==> config.mk <==
export PLATFORM = sky130hd
export DESIGN_NAME = drive_service_tuning_sequencer
export DESIGN_NICKNAME = d
export VERILOG_FILES = /design/src/drive_tune_pkg.sv /design/src/alt_param_select.sv /design/src/square_wave_gen.sv /design/src/drive_service_tuning_sequencer.sv
export SDC_FILE = /design/constraint.sdc
export NUM_CORES = 1
export LEC_CHECK = 0
export BUFFER_PORTS_ARGS = -buffer_cell sky130_fd_sc_hd__clkbuf_2
export CORE_ASPECT_RATIO = 1.4
export CORE_UTILIZATION = 40
export DETAILED_ROUTE_END_ITERATION = 10
export GPL_ROUTABILITY_DRIVEN = 0
export PLACE_DENSITY = 0.7
export SYNTH_ARGS = -nofsm -noshare
export SYNTH_HDL_FRONTEND = slang
export SYNTH_HIERARCHICAL = 1
export SYNTH_SLANG_ARGS = --single-unit
==> constraint.sdc <==
create_clock -name clk -period 18.6 [get_ports clk]
set_input_delay 0 -clock clk [delete_from_list [all_inputs] [get_ports clk]]
set_output_delay 0 -clock clk [all_outputs]
set_load 0.1 [all_outputs]
==> src/drive_tune_pkg.sv <==
package drive_tune_pkg;

  localparam longint unsigned CLK_HZ = 200_000_000;
  localparam longint unsigned START_WINDOW_S = 30;
  // Start window in clock cycles; 6e9 needs 33 bits
  localparam logic [32:0] START_WINDOW_CYC = 33'(START_WINDOW_S * CLK_HZ);

  // Nominal field current in internal units
  localparam logic [15:0] FIELD_NOM = 16'h1000;
  localparam logic [7:0] SPEED_TUNE_PCT = 8'h50;
  localparam logic [7:0] FLUX_TUNE_PCT = 8'h32;
  localparam logic [23:0] PCT_DIV = 24'h0064;
  localparam logic [1:0] SPEED_TUNE_PASSES = 2'h2;
  localparam logic [1:0] FLUX_TUNE_PASSES = 2'h1;

  // Bit positions of the synchronised pin vector
  localparam int PIN_LOCAL = 0;
  localparam int PIN_START = 1;
  localparam int PIN_STOP = 2;
  localparam int PIN_ON = 3;
  localparam int PIN_RUN = 4;
  localparam int PIN_COUNT = 5;

  typedef enum logic [2:0] {
    SVC_IDLE = 3'h0,
    SVC_ARM = 3'h1,
    SVC_FLD = 3'h2,
    SVC_FLD_MAN = 3'h3,
    SVC_SPEED = 3'h4,
    SVC_FLUX = 3'h5
  } service_type;

  typedef enum logic [1:0] {
    ALT_OFF = 2'h0,
    ALT_BELOW_LEV1 = 2'h1,
    ALT_ABOVE_LEV1 = 2'h2,
    ALT_DEV_ABOVE_LEV1 = 2'h3
  } alt_sel_type;

  typedef enum logic [1:0] {
    MSG_NONE = 2'h0,
    MSG_BUSY = 2'h1,
    MSG_FAILED = 2'h2
  } panel_msg_type;

  typedef struct packed {
    logic [15:0] kp;
    logic [15:0] ti;
    logic [15:0] accel;
    logic [15:0] decel;
  } speed_set_type;

  typedef struct packed {
    logic arm_wr;
    logic fld_wr;
    logic speed_wr;
    logic flux_wr;
    logic [4:0][15:0] words;
  } param_write_type;

endpackage

==> src/alt_param_select.sv <==
`timescale 1ns/1ps
module alt_param_select
  import drive_tune_pkg::*;
(
  input wire logic clk,
  input wire logic rst,
  input wire alt_sel_type alt_sel,
  input wire logic signed [15:0] speed_act,
  input wire logic signed [15:0] speed_ref,
  input wire logic [15:0] speed_lev1,
  input wire speed_set_type normal_set,
  input wire speed_set_type alt_set,
  output speed_set_type active_set,
  output logic alt_active,
  output logic integ_clear
);

  typedef struct packed {
    logic alt;
    logic clr;
    speed_set_type set;
  } alt_state_type;

  alt_state_type q, d;
  logic [15:0] abs_speed;
  logic signed [16:0] dev;
  logic cond;

  always_comb
  begin
    abs_speed = speed_act[15] ? 16'(-speed_act) : speed_act;
    dev = 17'(speed_act) - 17'(speed_ref);
    unique case (alt_sel)
      ALT_OFF: cond = 1'b0;
      ALT_BELOW_LEV1: cond = abs_speed < speed_lev1;
      ALT_ABOVE_LEV1: cond = abs_speed >= speed_lev1;
      ALT_DEV_ABOVE_LEV1: cond = dev > $signed({1'b0, speed_lev1});
    endcase
    d.alt = cond;
    d.set = cond ? alt_set : normal_set;
    // Zero integral time in the alternate set dumps the integrator
    d.clr = cond && (alt_set.ti == 16'h0000);
  end

  always_ff @(posedge clk)
  begin
    if (rst)
      q <= '0;
    else
      q <= d;
  end

  assign active_set = q.set;
  assign alt_active = q.alt;
  assign integ_clear = q.clr;

  property p_below_lev1;
    @(posedge clk) disable iff (rst)
    (alt_sel == ALT_BELOW_LEV1 && abs_speed < speed_lev1) |=> alt_active && active_set == $past(alt_set);
  endproperty
  a_below_lev1: assert property (p_below_lev1) else $error("alt set not taken below level one");

  property p_set_follows;
    @(posedge clk) disable iff (rst)
    alt_active |-> active_set.kp == $past(alt_set.kp) && active_set.decel == $past(alt_set.decel);
  endproperty
  a_set_follows: assert property (p_set_follows) else $error("active set not alternate");

  property p_integ_clear;
    @(posedge clk) disable iff (rst)
    integ_clear |-> alt_active && $past(alt_set.ti) == 16'h0000;
  endproperty
  a_integ_clear: assert property (p_integ_clear) else $error("integral clear without zero time");

endmodule // alt_param_select

==> src/square_wave_gen.sv <==
`timescale 1ns/1ps
module square_wave_gen
  import drive_tune_pkg::*;
(
  input wire logic clk,
  input wire logic rst,
  input wire logic enable,
  input wire logic signed [15:0] ref1,
  input wire logic signed [15:0] ref2,
  input wire logic [31:0] period_cyc,
  output logic signed [15:0] wave_out,
  output logic [15:0] field_ref
);

  typedef struct packed {
    logic [31:0] cnt;
    logic phase;
    logic signed [15:0] wave;
    logic [15:0] fref;
  } sqw_state_type;

  sqw_state_type q, d;
  logic [31:0] half;
  logic signed [15:0] lvl;

  always_comb
  begin
    // Half period per level; a period below two still toggles
    half = (period_cyc < 32'h0000_0002) ? 32'h0000_0001 : (period_cyc >> 1);
    d = q;
    if (!enable)
    begin
      d.cnt = '0;
      d.phase = 1'b0;
    end
    else if (q.cnt >= half - 32'h0000_0001)
    begin
      d.cnt = '0;
      d.phase = !q.phase;
    end
    else
      d.cnt = q.cnt + 32'h0000_0001;
    lvl = d.phase ? ref2 : ref1;
    d.wave = lvl;
    if (!enable || lvl[15])
      d.fref = 16'h0000;
    else if (lvl > $signed({1'b0, FIELD_NOM[14:0]}) || lvl[15:12] != 4'h0 && lvl != 16'sh1000)
      d.fref = FIELD_NOM;
    else
      d.fref = 16'(lvl);
  end

  always_ff @(posedge clk)
  begin
    if (rst)
      q <= '0;
    else
      q <= d;
  end

  assign wave_out = q.wave;
  assign field_ref = q.fref;

  property p_clamp;
    @(posedge clk) disable iff (rst)
    field_ref <= FIELD_NOM;
  endproperty
  a_clamp: assert property (p_clamp) else $error("field reference above nominal");

  property p_toggle;
    @(posedge clk) disable iff (rst)
    (enable && $past(enable) && q.cnt == 32'h0000_0000 && $past(q.cnt) != 32'h0000_0000) |-> q.phase != $past(q.phase);
  endproperty
  a_toggle: assert property (p_toggle) else $error("square wave missed its edge");

endmodule // square_wave_gen

==> src/drive_service_tuning_sequencer.sv <==
`timescale 1ns/1ps
// Function
// - Alternate set replaces gains and ramps
// - Alternate set chosen from speed or deviation
// - Below level one selects alternate set
// - Zero alternate integral time clears integrator
// - Service codes accepted; local mode, then confirm
// - Start within thirty seconds begins tuning
// - Success shows no-fault panel message
// - Failure raises alarm, stores diagnosis code
// - Second local toggle returns terminal control
// - Armature tune writes five current parameters
// - Field tune writes field and EMF gains
// - Speed tune writes speed gain, integral time
// - Speed tune runs twice to eighty percent
// - Square wave alternates two refs per period
// - Manual field starts on selection and drive on
// - Manual field: no armature, clamped field reference
// - Manual field aborts on zero or switch-off
// - Flux adaptation writes three flux currents
// - Flux adaptation runs to half base speed
module drive_service_tuning_sequencer
  import drive_tune_pkg::*;
#(
  parameter logic [32:0] START_WINDOW_CYCLES = START_WINDOW_CYC
)
(
  input wire logic clk,
  input wire logic rst,
  input wire logic local_mode_toggle,
  input wire logic panel_start,
  input wire logic panel_stop,
  input wire logic term_on,
  input wire logic term_run,
  input wire logic svc_wr,
  input wire logic [2:0] svc_code,
  input wire logic svc_confirm,
  input wire logic tune_pass,
  input wire logic tune_done,
  input wire logic tune_ok,
  input wire logic [7:0] tune_diag,
  input wire logic [4:0][15:0] tune_words,
  input wire logic [15:0] base_speed,
  input wire alt_sel_type alt_sel,
  input wire logic signed [15:0] speed_act,
  input wire logic signed [15:0] speed_ref,
  input wire logic [15:0] speed_lev1,
  input wire speed_set_type normal_set,
  input wire speed_set_type alt_set,
  input wire logic signed [15:0] commis_ref1,
  input wire logic signed [15:0] commis_ref2,
  input wire logic [31:0] sqw_period_cyc,
  output speed_set_type active_set,
  output logic alt_active,
  output logic speed_integ_clear,
  output logic local_mode,
  output logic drive_run,
  output service_type service_sel,
  output logic tune_req,
  output service_type tune_kind,
  output logic [15:0] speed_target,
  output panel_msg_type panel_msg,
  output logic tune_failed_alarm,
  output logic [7:0] diag_code,
  output param_write_type param_wr,
  output logic field_only,
  output logic signed [15:0] sqw_out,
  output logic [15:0] field_ref
);

  typedef enum logic [1:0] {
    ST_IDLE = 2'h0,
    ST_ARMED = 2'h1,
    ST_TUNING = 2'h2,
    ST_MAN_FIELD = 2'h3
  } seq_st_type;

  typedef struct packed {
    logic [PIN_COUNT-1:0] s1;
    logic [PIN_COUNT-1:0] s2;
    logic [PIN_COUNT-1:0] s3;
    seq_st_type st;
    service_type svc;
    service_type kind;
    logic local_q;
    logic run;
    logic alarm;
    logic req;
    logic fonly;
    logic [1:0] passes;
    logic [32:0] win;
    logic [7:0] diag;
    panel_msg_type msg;
    logic [15:0] target;
    param_write_type wr;
  } seq_state_type;

  seq_state_type q, d;
  logic [PIN_COUNT-1:0] pins;
  logic loc_edge, start_edge, stop_edge, drive_on;
  logic [7:0] pct;
  logic [23:0] prod;

  assign pins = {term_run, term_on, panel_stop, panel_start, local_mode_toggle};

  always_comb
  begin
    d = q;
    d.s1 = pins;
    d.s2 = q.s1;
    d.s3 = q.s2;
    loc_edge = q.s2[PIN_LOCAL] && !q.s3[PIN_LOCAL];
    start_edge = q.s2[PIN_START] && !q.s3[PIN_START];
    stop_edge = q.s2[PIN_STOP] && !q.s3[PIN_STOP];
    d.req = 1'b0;
    d.wr.arm_wr = 1'b0;
    d.wr.fld_wr = 1'b0;
    d.wr.speed_wr = 1'b0;
    d.wr.flux_wr = 1'b0;

    // Each press flips authority between panel and terminals
    if (loc_edge)
      d.local_q = !q.local_q;

    // Panel on/off only while local; terminals need on and run
    if (!d.local_q)
      d.run = 1'b0;
    else if (stop_edge)
      d.run = 1'b0;
    else if (start_edge)
      d.run = 1'b1;
    drive_on = q.local_q ? q.run : (q.s2[PIN_ON] && q.s2[PIN_RUN]);

    // Selector writes blocked only while tuning; unknown codes ignored
    if (svc_wr && svc_code <= 3'(SVC_FLUX) && q.st != ST_TUNING)
      d.svc = service_type'(svc_code);

    unique case (q.st)
      ST_IDLE:
      begin
        if (svc_confirm && q.local_q && q.svc != SVC_IDLE && q.svc != SVC_FLD_MAN)
        begin
          d.st = ST_ARMED;
          d.win = START_WINDOW_CYCLES - 33'h0_0000_0001;
        end
        else if (q.svc == SVC_FLD_MAN && drive_on)
        begin
          d.st = ST_MAN_FIELD;
          d.fonly = 1'b1;
        end
      end
      ST_ARMED:
      begin
        if (start_edge && q.local_q)
        begin
          d.st = ST_TUNING;
          d.req = 1'b1;
          d.kind = q.svc;
          d.passes = 2'h0;
          d.msg = MSG_BUSY;
          d.alarm = 1'b0;
        end
        else if (q.win == 33'h0_0000_0000 || !q.local_q || d.svc == SVC_IDLE)
        begin
          d.st = ST_IDLE;
          d.svc = SVC_IDLE;
        end
        else
          d.win = q.win - 33'h0_0000_0001;
      end
      ST_TUNING:
      begin
        if (tune_pass && q.passes != 2'h3)
          d.passes = q.passes + 2'h1;
        if (tune_done)
        begin
          d.st = ST_IDLE;
          d.svc = SVC_IDLE;
          if (tune_ok)
          begin
            d.msg = MSG_NONE;
            d.wr.words = tune_words;
            d.wr.arm_wr = q.kind == SVC_ARM;
            d.wr.fld_wr = q.kind == SVC_FLD;
            d.wr.speed_wr = q.kind == SVC_SPEED;
            d.wr.flux_wr = q.kind == SVC_FLUX;
          end
          else
          begin
            // Alarm stays until the next tune starts
            d.alarm = 1'b1;
            d.diag = tune_diag;
            d.msg = MSG_FAILED;
          end
        end
      end
      ST_MAN_FIELD:
      begin
        if (!drive_on || d.svc == SVC_IDLE)
        begin
          d.st = ST_IDLE;
          d.svc = SVC_IDLE;
          d.fonly = 1'b0;
        end
      end
    endcase

    // Speed run sets its target twice, flux adaptation once
    pct = 8'h00;
    if (d.st == ST_TUNING && d.kind == SVC_SPEED && d.passes < SPEED_TUNE_PASSES)
      pct = SPEED_TUNE_PCT;
    else if (d.st == ST_TUNING && d.kind == SVC_FLUX && d.passes < FLUX_TUNE_PASSES)
      pct = FLUX_TUNE_PCT;
    prod = 24'(base_speed) * 24'(pct);
    d.target = 16'(prod / PCT_DIV);
  end

  always_ff @(posedge clk)
  begin
    if (rst)
      q <= '0;
    else
      q <= d;
  end

  alt_param_select u_alt (
    .clk(clk),
    .rst(rst),
    .alt_sel(alt_sel),
    .speed_act(speed_act),
    .speed_ref(speed_ref),
    .speed_lev1(speed_lev1),
    .normal_set(normal_set),
    .alt_set(alt_set),
    .active_set(active_set),
    .alt_active(alt_active),
    .integ_clear(speed_integ_clear)
  );

  square_wave_gen u_sqw (
    .clk(clk),
    .rst(rst),
    .enable(q.fonly),
    .ref1(commis_ref1),
    .ref2(commis_ref2),
    .period_cyc(sqw_period_cyc),
    .wave_out(sqw_out),
    .field_ref(field_ref)
  );

  assign local_mode = q.local_q;
  assign drive_run = q.run;
  assign service_sel = q.svc;
  assign tune_req = q.req;
  assign tune_kind = q.kind;
  assign speed_target = q.target;
  assign panel_msg = q.msg;
  assign tune_failed_alarm = q.alarm;
  assign diag_code = q.diag;
  assign param_wr = q.wr;
  assign field_only = q.fonly;

  property p_window_expiry;
    @(posedge clk) disable iff (rst)
    (q.st == ST_ARMED && q.win == 33'h0_0000_0000 && !start_edge) |=> q.st == ST_IDLE && service_sel == SVC_IDLE;
  endproperty
  a_window_expiry: assert property (p_window_expiry) else $error("armed request outlived window");

  property p_start;
    @(posedge clk) disable iff (rst)
    (q.st == ST_ARMED && start_edge && local_mode) |=> tune_req && tune_kind == $past(q.svc) ##1 !tune_req;
  endproperty
  a_start: assert property (p_start) else $error("start did not launch tune");

  property p_success;
    @(posedge clk) disable iff (rst)
    (q.st == ST_TUNING && tune_done && tune_ok) |=> panel_msg == MSG_NONE && !tune_failed_alarm;
  endproperty
  a_success: assert property (p_success) else $error("success not reported");

  property p_failure;
    @(posedge clk) disable iff (rst)
    (q.st == ST_TUNING && tune_done && !tune_ok) |=> tune_failed_alarm && diag_code == $past(tune_diag);
  endproperty
  a_failure: assert property (p_failure) else $error("failure not flagged");

  property p_arm_write;
    @(posedge clk) disable iff (rst)
    (q.st == ST_TUNING && tune_done && tune_ok && q.kind == SVC_ARM) |=> param_wr.arm_wr && !param_wr.speed_wr ##1 !param_wr.arm_wr;
  endproperty
  a_arm_write: assert property (p_arm_write) else $error("armature results not written");

  property p_local_off;
    @(posedge clk) disable iff (rst)
    (loc_edge && local_mode) |=> !local_mode && !drive_run;
  endproperty
  a_local_off: assert property (p_local_off) else $error("second toggle kept local mode");

  property p_man_abort;
    @(posedge clk) disable iff (rst)
    (q.st == ST_MAN_FIELD && !drive_on) |=> service_sel == SVC_IDLE && !field_only;
  endproperty
  a_man_abort: assert property (p_man_abort) else $error("switch-off did not abort field tune");

  property p_speed_target;
    @(posedge clk) disable iff (rst)
    (q.st == ST_TUNING && q.kind == SVC_SPEED && q.passes == 2'h0 && !tune_done && !tune_pass)
      |=> speed_target == 16'((24'($past(base_speed)) * 24'(SPEED_TUNE_PCT)) / PCT_DIV);
  endproperty
  a_speed_target: assert property (p_speed_target) else $error("speed tune target wrong");

  property p_man_start;
    @(posedge clk) disable iff (rst)
    (q.st == ST_IDLE && q.svc == SVC_FLD_MAN && drive_on && !svc_confirm) |=> field_only
      ##1 field_ref == (sqw_out[15] ? 16'h0000 : (sqw_out > $signed(FIELD_NOM) ? FIELD_NOM : 16'(sqw_out)));
  endproperty
  a_man_start: assert property (p_man_start) else $error("manual field tune did not start");

endmodule // drive_service_tuning_sequencer

==> results by group <==
Status
  • Status: complete, no violations

Yosys
  • Synth top area cells: dfxtp_1 26%, ha_1 8.1%, nand2_1 5.7%, buf_4 4.9%, a21oi_1 4.2%
  • Synthesized flop and latch total: between 300 and 400
  • EDFF count, synth: 0
  • FFs w/ async S/R, synth: 0%
  • Top cell type's share of synthesized area: between 20% and 30%
  • Synth cell count leaders: 349 x nand2_1, 302 x dfxtp_1, 228 x nor2_1
  • Syn Inst Count: about 2900
  • Synthesis Warnings: 6
  • Seq/Total Area, Yosys: 26.20%
  • Most common cell in the netlist: nand2_1
  • Netlist cell types: 116
  • Primary FF master, synth: dfxtp_1
  • Syn avg cell area: between 8 and 9 sq um
  • Synth area leader: dfxtp_1
  • Syn Std Cell Area: 23080 sq um

Routing
  • Residual DRC: 0
  • Via density: 5.471
  • Routed wire length: between 70000 and 80000 um
  • DRT iter0 DRCs: between 1000 and 1500
  • Drt first pass iters: 6
  • Routed wire length per instance: 18.46 um
  • Routed Antenna Nets: 0
  • Vias: 23619

Clock tree
  • Number of buffers created by CTS: 34
  • Worst skew pair latency: 0.55 ns
  • Worst-path clk slew: 0.07 ns
  • CTS tree: yes
  • Total clock sinks: ~300
  • Root Driver: clkbuf_16
  • Clk buf depth: 3
  • # H-tree levels: 2

GRT
  • Vias in the first global route: 23202
  • GRT Util Overall: 25.94%
  • Total gr overflow: 0
  • Largest net degree at the start of global routing: 96
  • Initial antenna violation count: 16
  • First-pass GRT wire length: 121100 um

Critical path
  • WP data arrival: 17.89 ns
  • Crit-path slowest cell: or4_1
  • Startpoint types: register
  • CP dominant cell by count: inv_1
  • Kind of critical path: register to register
  • Crit path max fanout: 21
  • CP endpoint kind: register
  • Required time of the worst setup path: ~19 ns
  • Crit path largest cell delay: 0.60 ns

Timing
  • Max Fclk: between 50 and 60 MHz
  • Hold Fails Final Rpt: 0
  • Final setup TNS: 0 ns
  • Fin crit period: 17.45 ns
  • Worst Slack Setup Final: 1.154 ns
  • Slew HR: between 20 and 30%
  • Final setup vio count: 0
  • RSZ-0062 raised after global routing: false
  • Max-slew violations: 0
  • Clock skew: around 0.018 ns
  • Period Utilization, post-route: a little over nine tenths
  • Worst-Margin Slew: 1.111 ns

Floorplan
  • Chip Height: 286.2 um
  • DIE AREA: 58670 sq um
  • Starting Density: 40.70%
  • Die X: roughly 200 um
  • Ports: 580
  • FP Rows: 103
  • Core area: 56700 sq um

Placed design
  • Count of input and output buffers: 578
  • Pre-CTS setup slack: 1.092 ns
  • Post-DP HPWL: 54580 um

Pwr
  • Max VDD drop: 0.00005475 V
  • Leakage: 0.01360 uW
  • Tot Pwr: 2084 uW
  • PD cells: 69.76 nW/um^2

Final layout
  • Final #Nets: 4092
  • Synth-to-layout area growth: 29.41%
  • Core Util, Final: 52.67%
  • Fillers: 5172
  • Fraction of layout cells with a size suffix above 1: 21.41%

Run
  • Max-capacitance violation count: 0

Min path
  • Hold WC Path Type: input pin to register
registers in the layout (all words and copies together), names as in the netlist, 2 cells and up:
| signal | count |
|---|---|
| tune_kind | 3 |
| speed_target | 16 |
| panel_msg | 2 |
| diag_code | 8 |
| u_sqw/field_ref | 16 |
| q | 40 |
| d | 10 |
| service_sel | 3 |
| param_wr | 84 |
| u_sqw/q | 33 |
| u_sqw/wave_out | 16 |
| u_alt/active_set | 64 |
final cells by class:
type / instances / area (sq um) / share of cell area (%)
multi-input combinational: 2187 / 15100 / 50.56
inverter: 110 / 412.9 / 1.382
timing repair buffer: 920 / 6252 / 20.93
clock inverter: 19 / 254.0 / 0.8504
tap: 735 / 919.6 / 3.079
antenna: 5 / 12.51 / 0.04189
clock buffer: 39 / 869.6 / 2.912
sequential: 302 / 6046 / 20.24
metal layers:
layer	part of all wire [%]	global-route usage [%]	up-vias
met5	0.15	0	-
met4	6.8	16.63	18
met3	8.6	8.142	352
met2	48	45.08	1001
met1	37	26.75	10874
li1	-	-	11374
worst paths after layout:
check | start | to | slack, ns | cells after the start
worst min-delay path | commis_ref2[12] | u_sqw/field_ref[6] | 0.08 | 3
worst min register to register | d[165] | d[160] | 0.44 | 1
worst max register to register | q[118] | speed_target[0] | 1.15 | 63
worst max-delay path | q[118] | speed_target[0] | 1.15 | 63
critical path: cells and delay by family (launching register included):
kind,cells,cell delay [ns]
adder cells (fa/ha/maj),7,2.19
XOR/XNOR,1,0.40
flip-flops,1,0.35
AND/OR/NAND/NOR,20,4.80
multiplexers,1,0.29
buffers and inverters,7,1.05
AO/OA/AOI/OAI,27,8.23
per-stage QoR:
stage               cell area (sq um)  instances  hold WS [ns]
floorplan                       23090       2869        0.1255
global placement                25500       3941        0.2148
detailed placement              25500       3941        0.2169
CTS                             29760       4312       0.02067
global route                    29860       4314       0.04346
finish                          29870       4317       0.07714
timing repair:
| item | in CTS | in global routing |
|---|---|---|
| hold buffers | 313 | 0 |
| buffers inserted | 0 | 0 |
| endpoints found under the setup margin | 0 | 3 |
| gates resized for setup | 0 | 15 |
| hold endpoints to repair | 200 | 0 |
cells in the final DEF, fill, tap and decap left out, types with 24 or more instances in the layout:
cell type and instances:
fa_1 27, buf_4 29, o21ai_0 87, dlygate4sd3_1 313
clkbuf_2 577, xor2_1 57, o31ai_1 24, mux2i_1 95
nand3_1 77, nor2b_1 30, a31oi_1 25, nor2_1 227
nand2_1 349, or3_1 25, clkbuf_16 34, xnor2_1 97
a21oi_1 195, dfxtp_1 302, and2_1 25, nor4_1 34
ha_1 149, nand2b_1 155, inv_1 110, nor3_1 60
nand4_1 30
report_power, final:
group	switching (uW)	internal, uW
sequential	34.9	697
clock	299	397
combinational	436	219
kinds of logic (layout without fill, tap and decap cells):
| kind of cell | after synthesis | count (layout) | share of synthesized area [%] |
|---|---|---|---|
| flip-flops | 302 | 302 | 26.20 |
| adder cells (fa/ha/maj) | 183 | 183 | 10.73 |
| other | 2 | 9 | 0.03254 |
| multiplexers | 102 | 102 | 4.473 |
| AND/OR/NAND/NOR | 1113 | 1113 | 23.84 |
| AO/OA/AOI/OAI | 623 | 623 | 19.41 |
| buffers and inverters | 380 | 1088 | 8.940 |
| XOR/XNOR | 162 | 162 | 6.376 |
(Power assumes the default switching activity.)
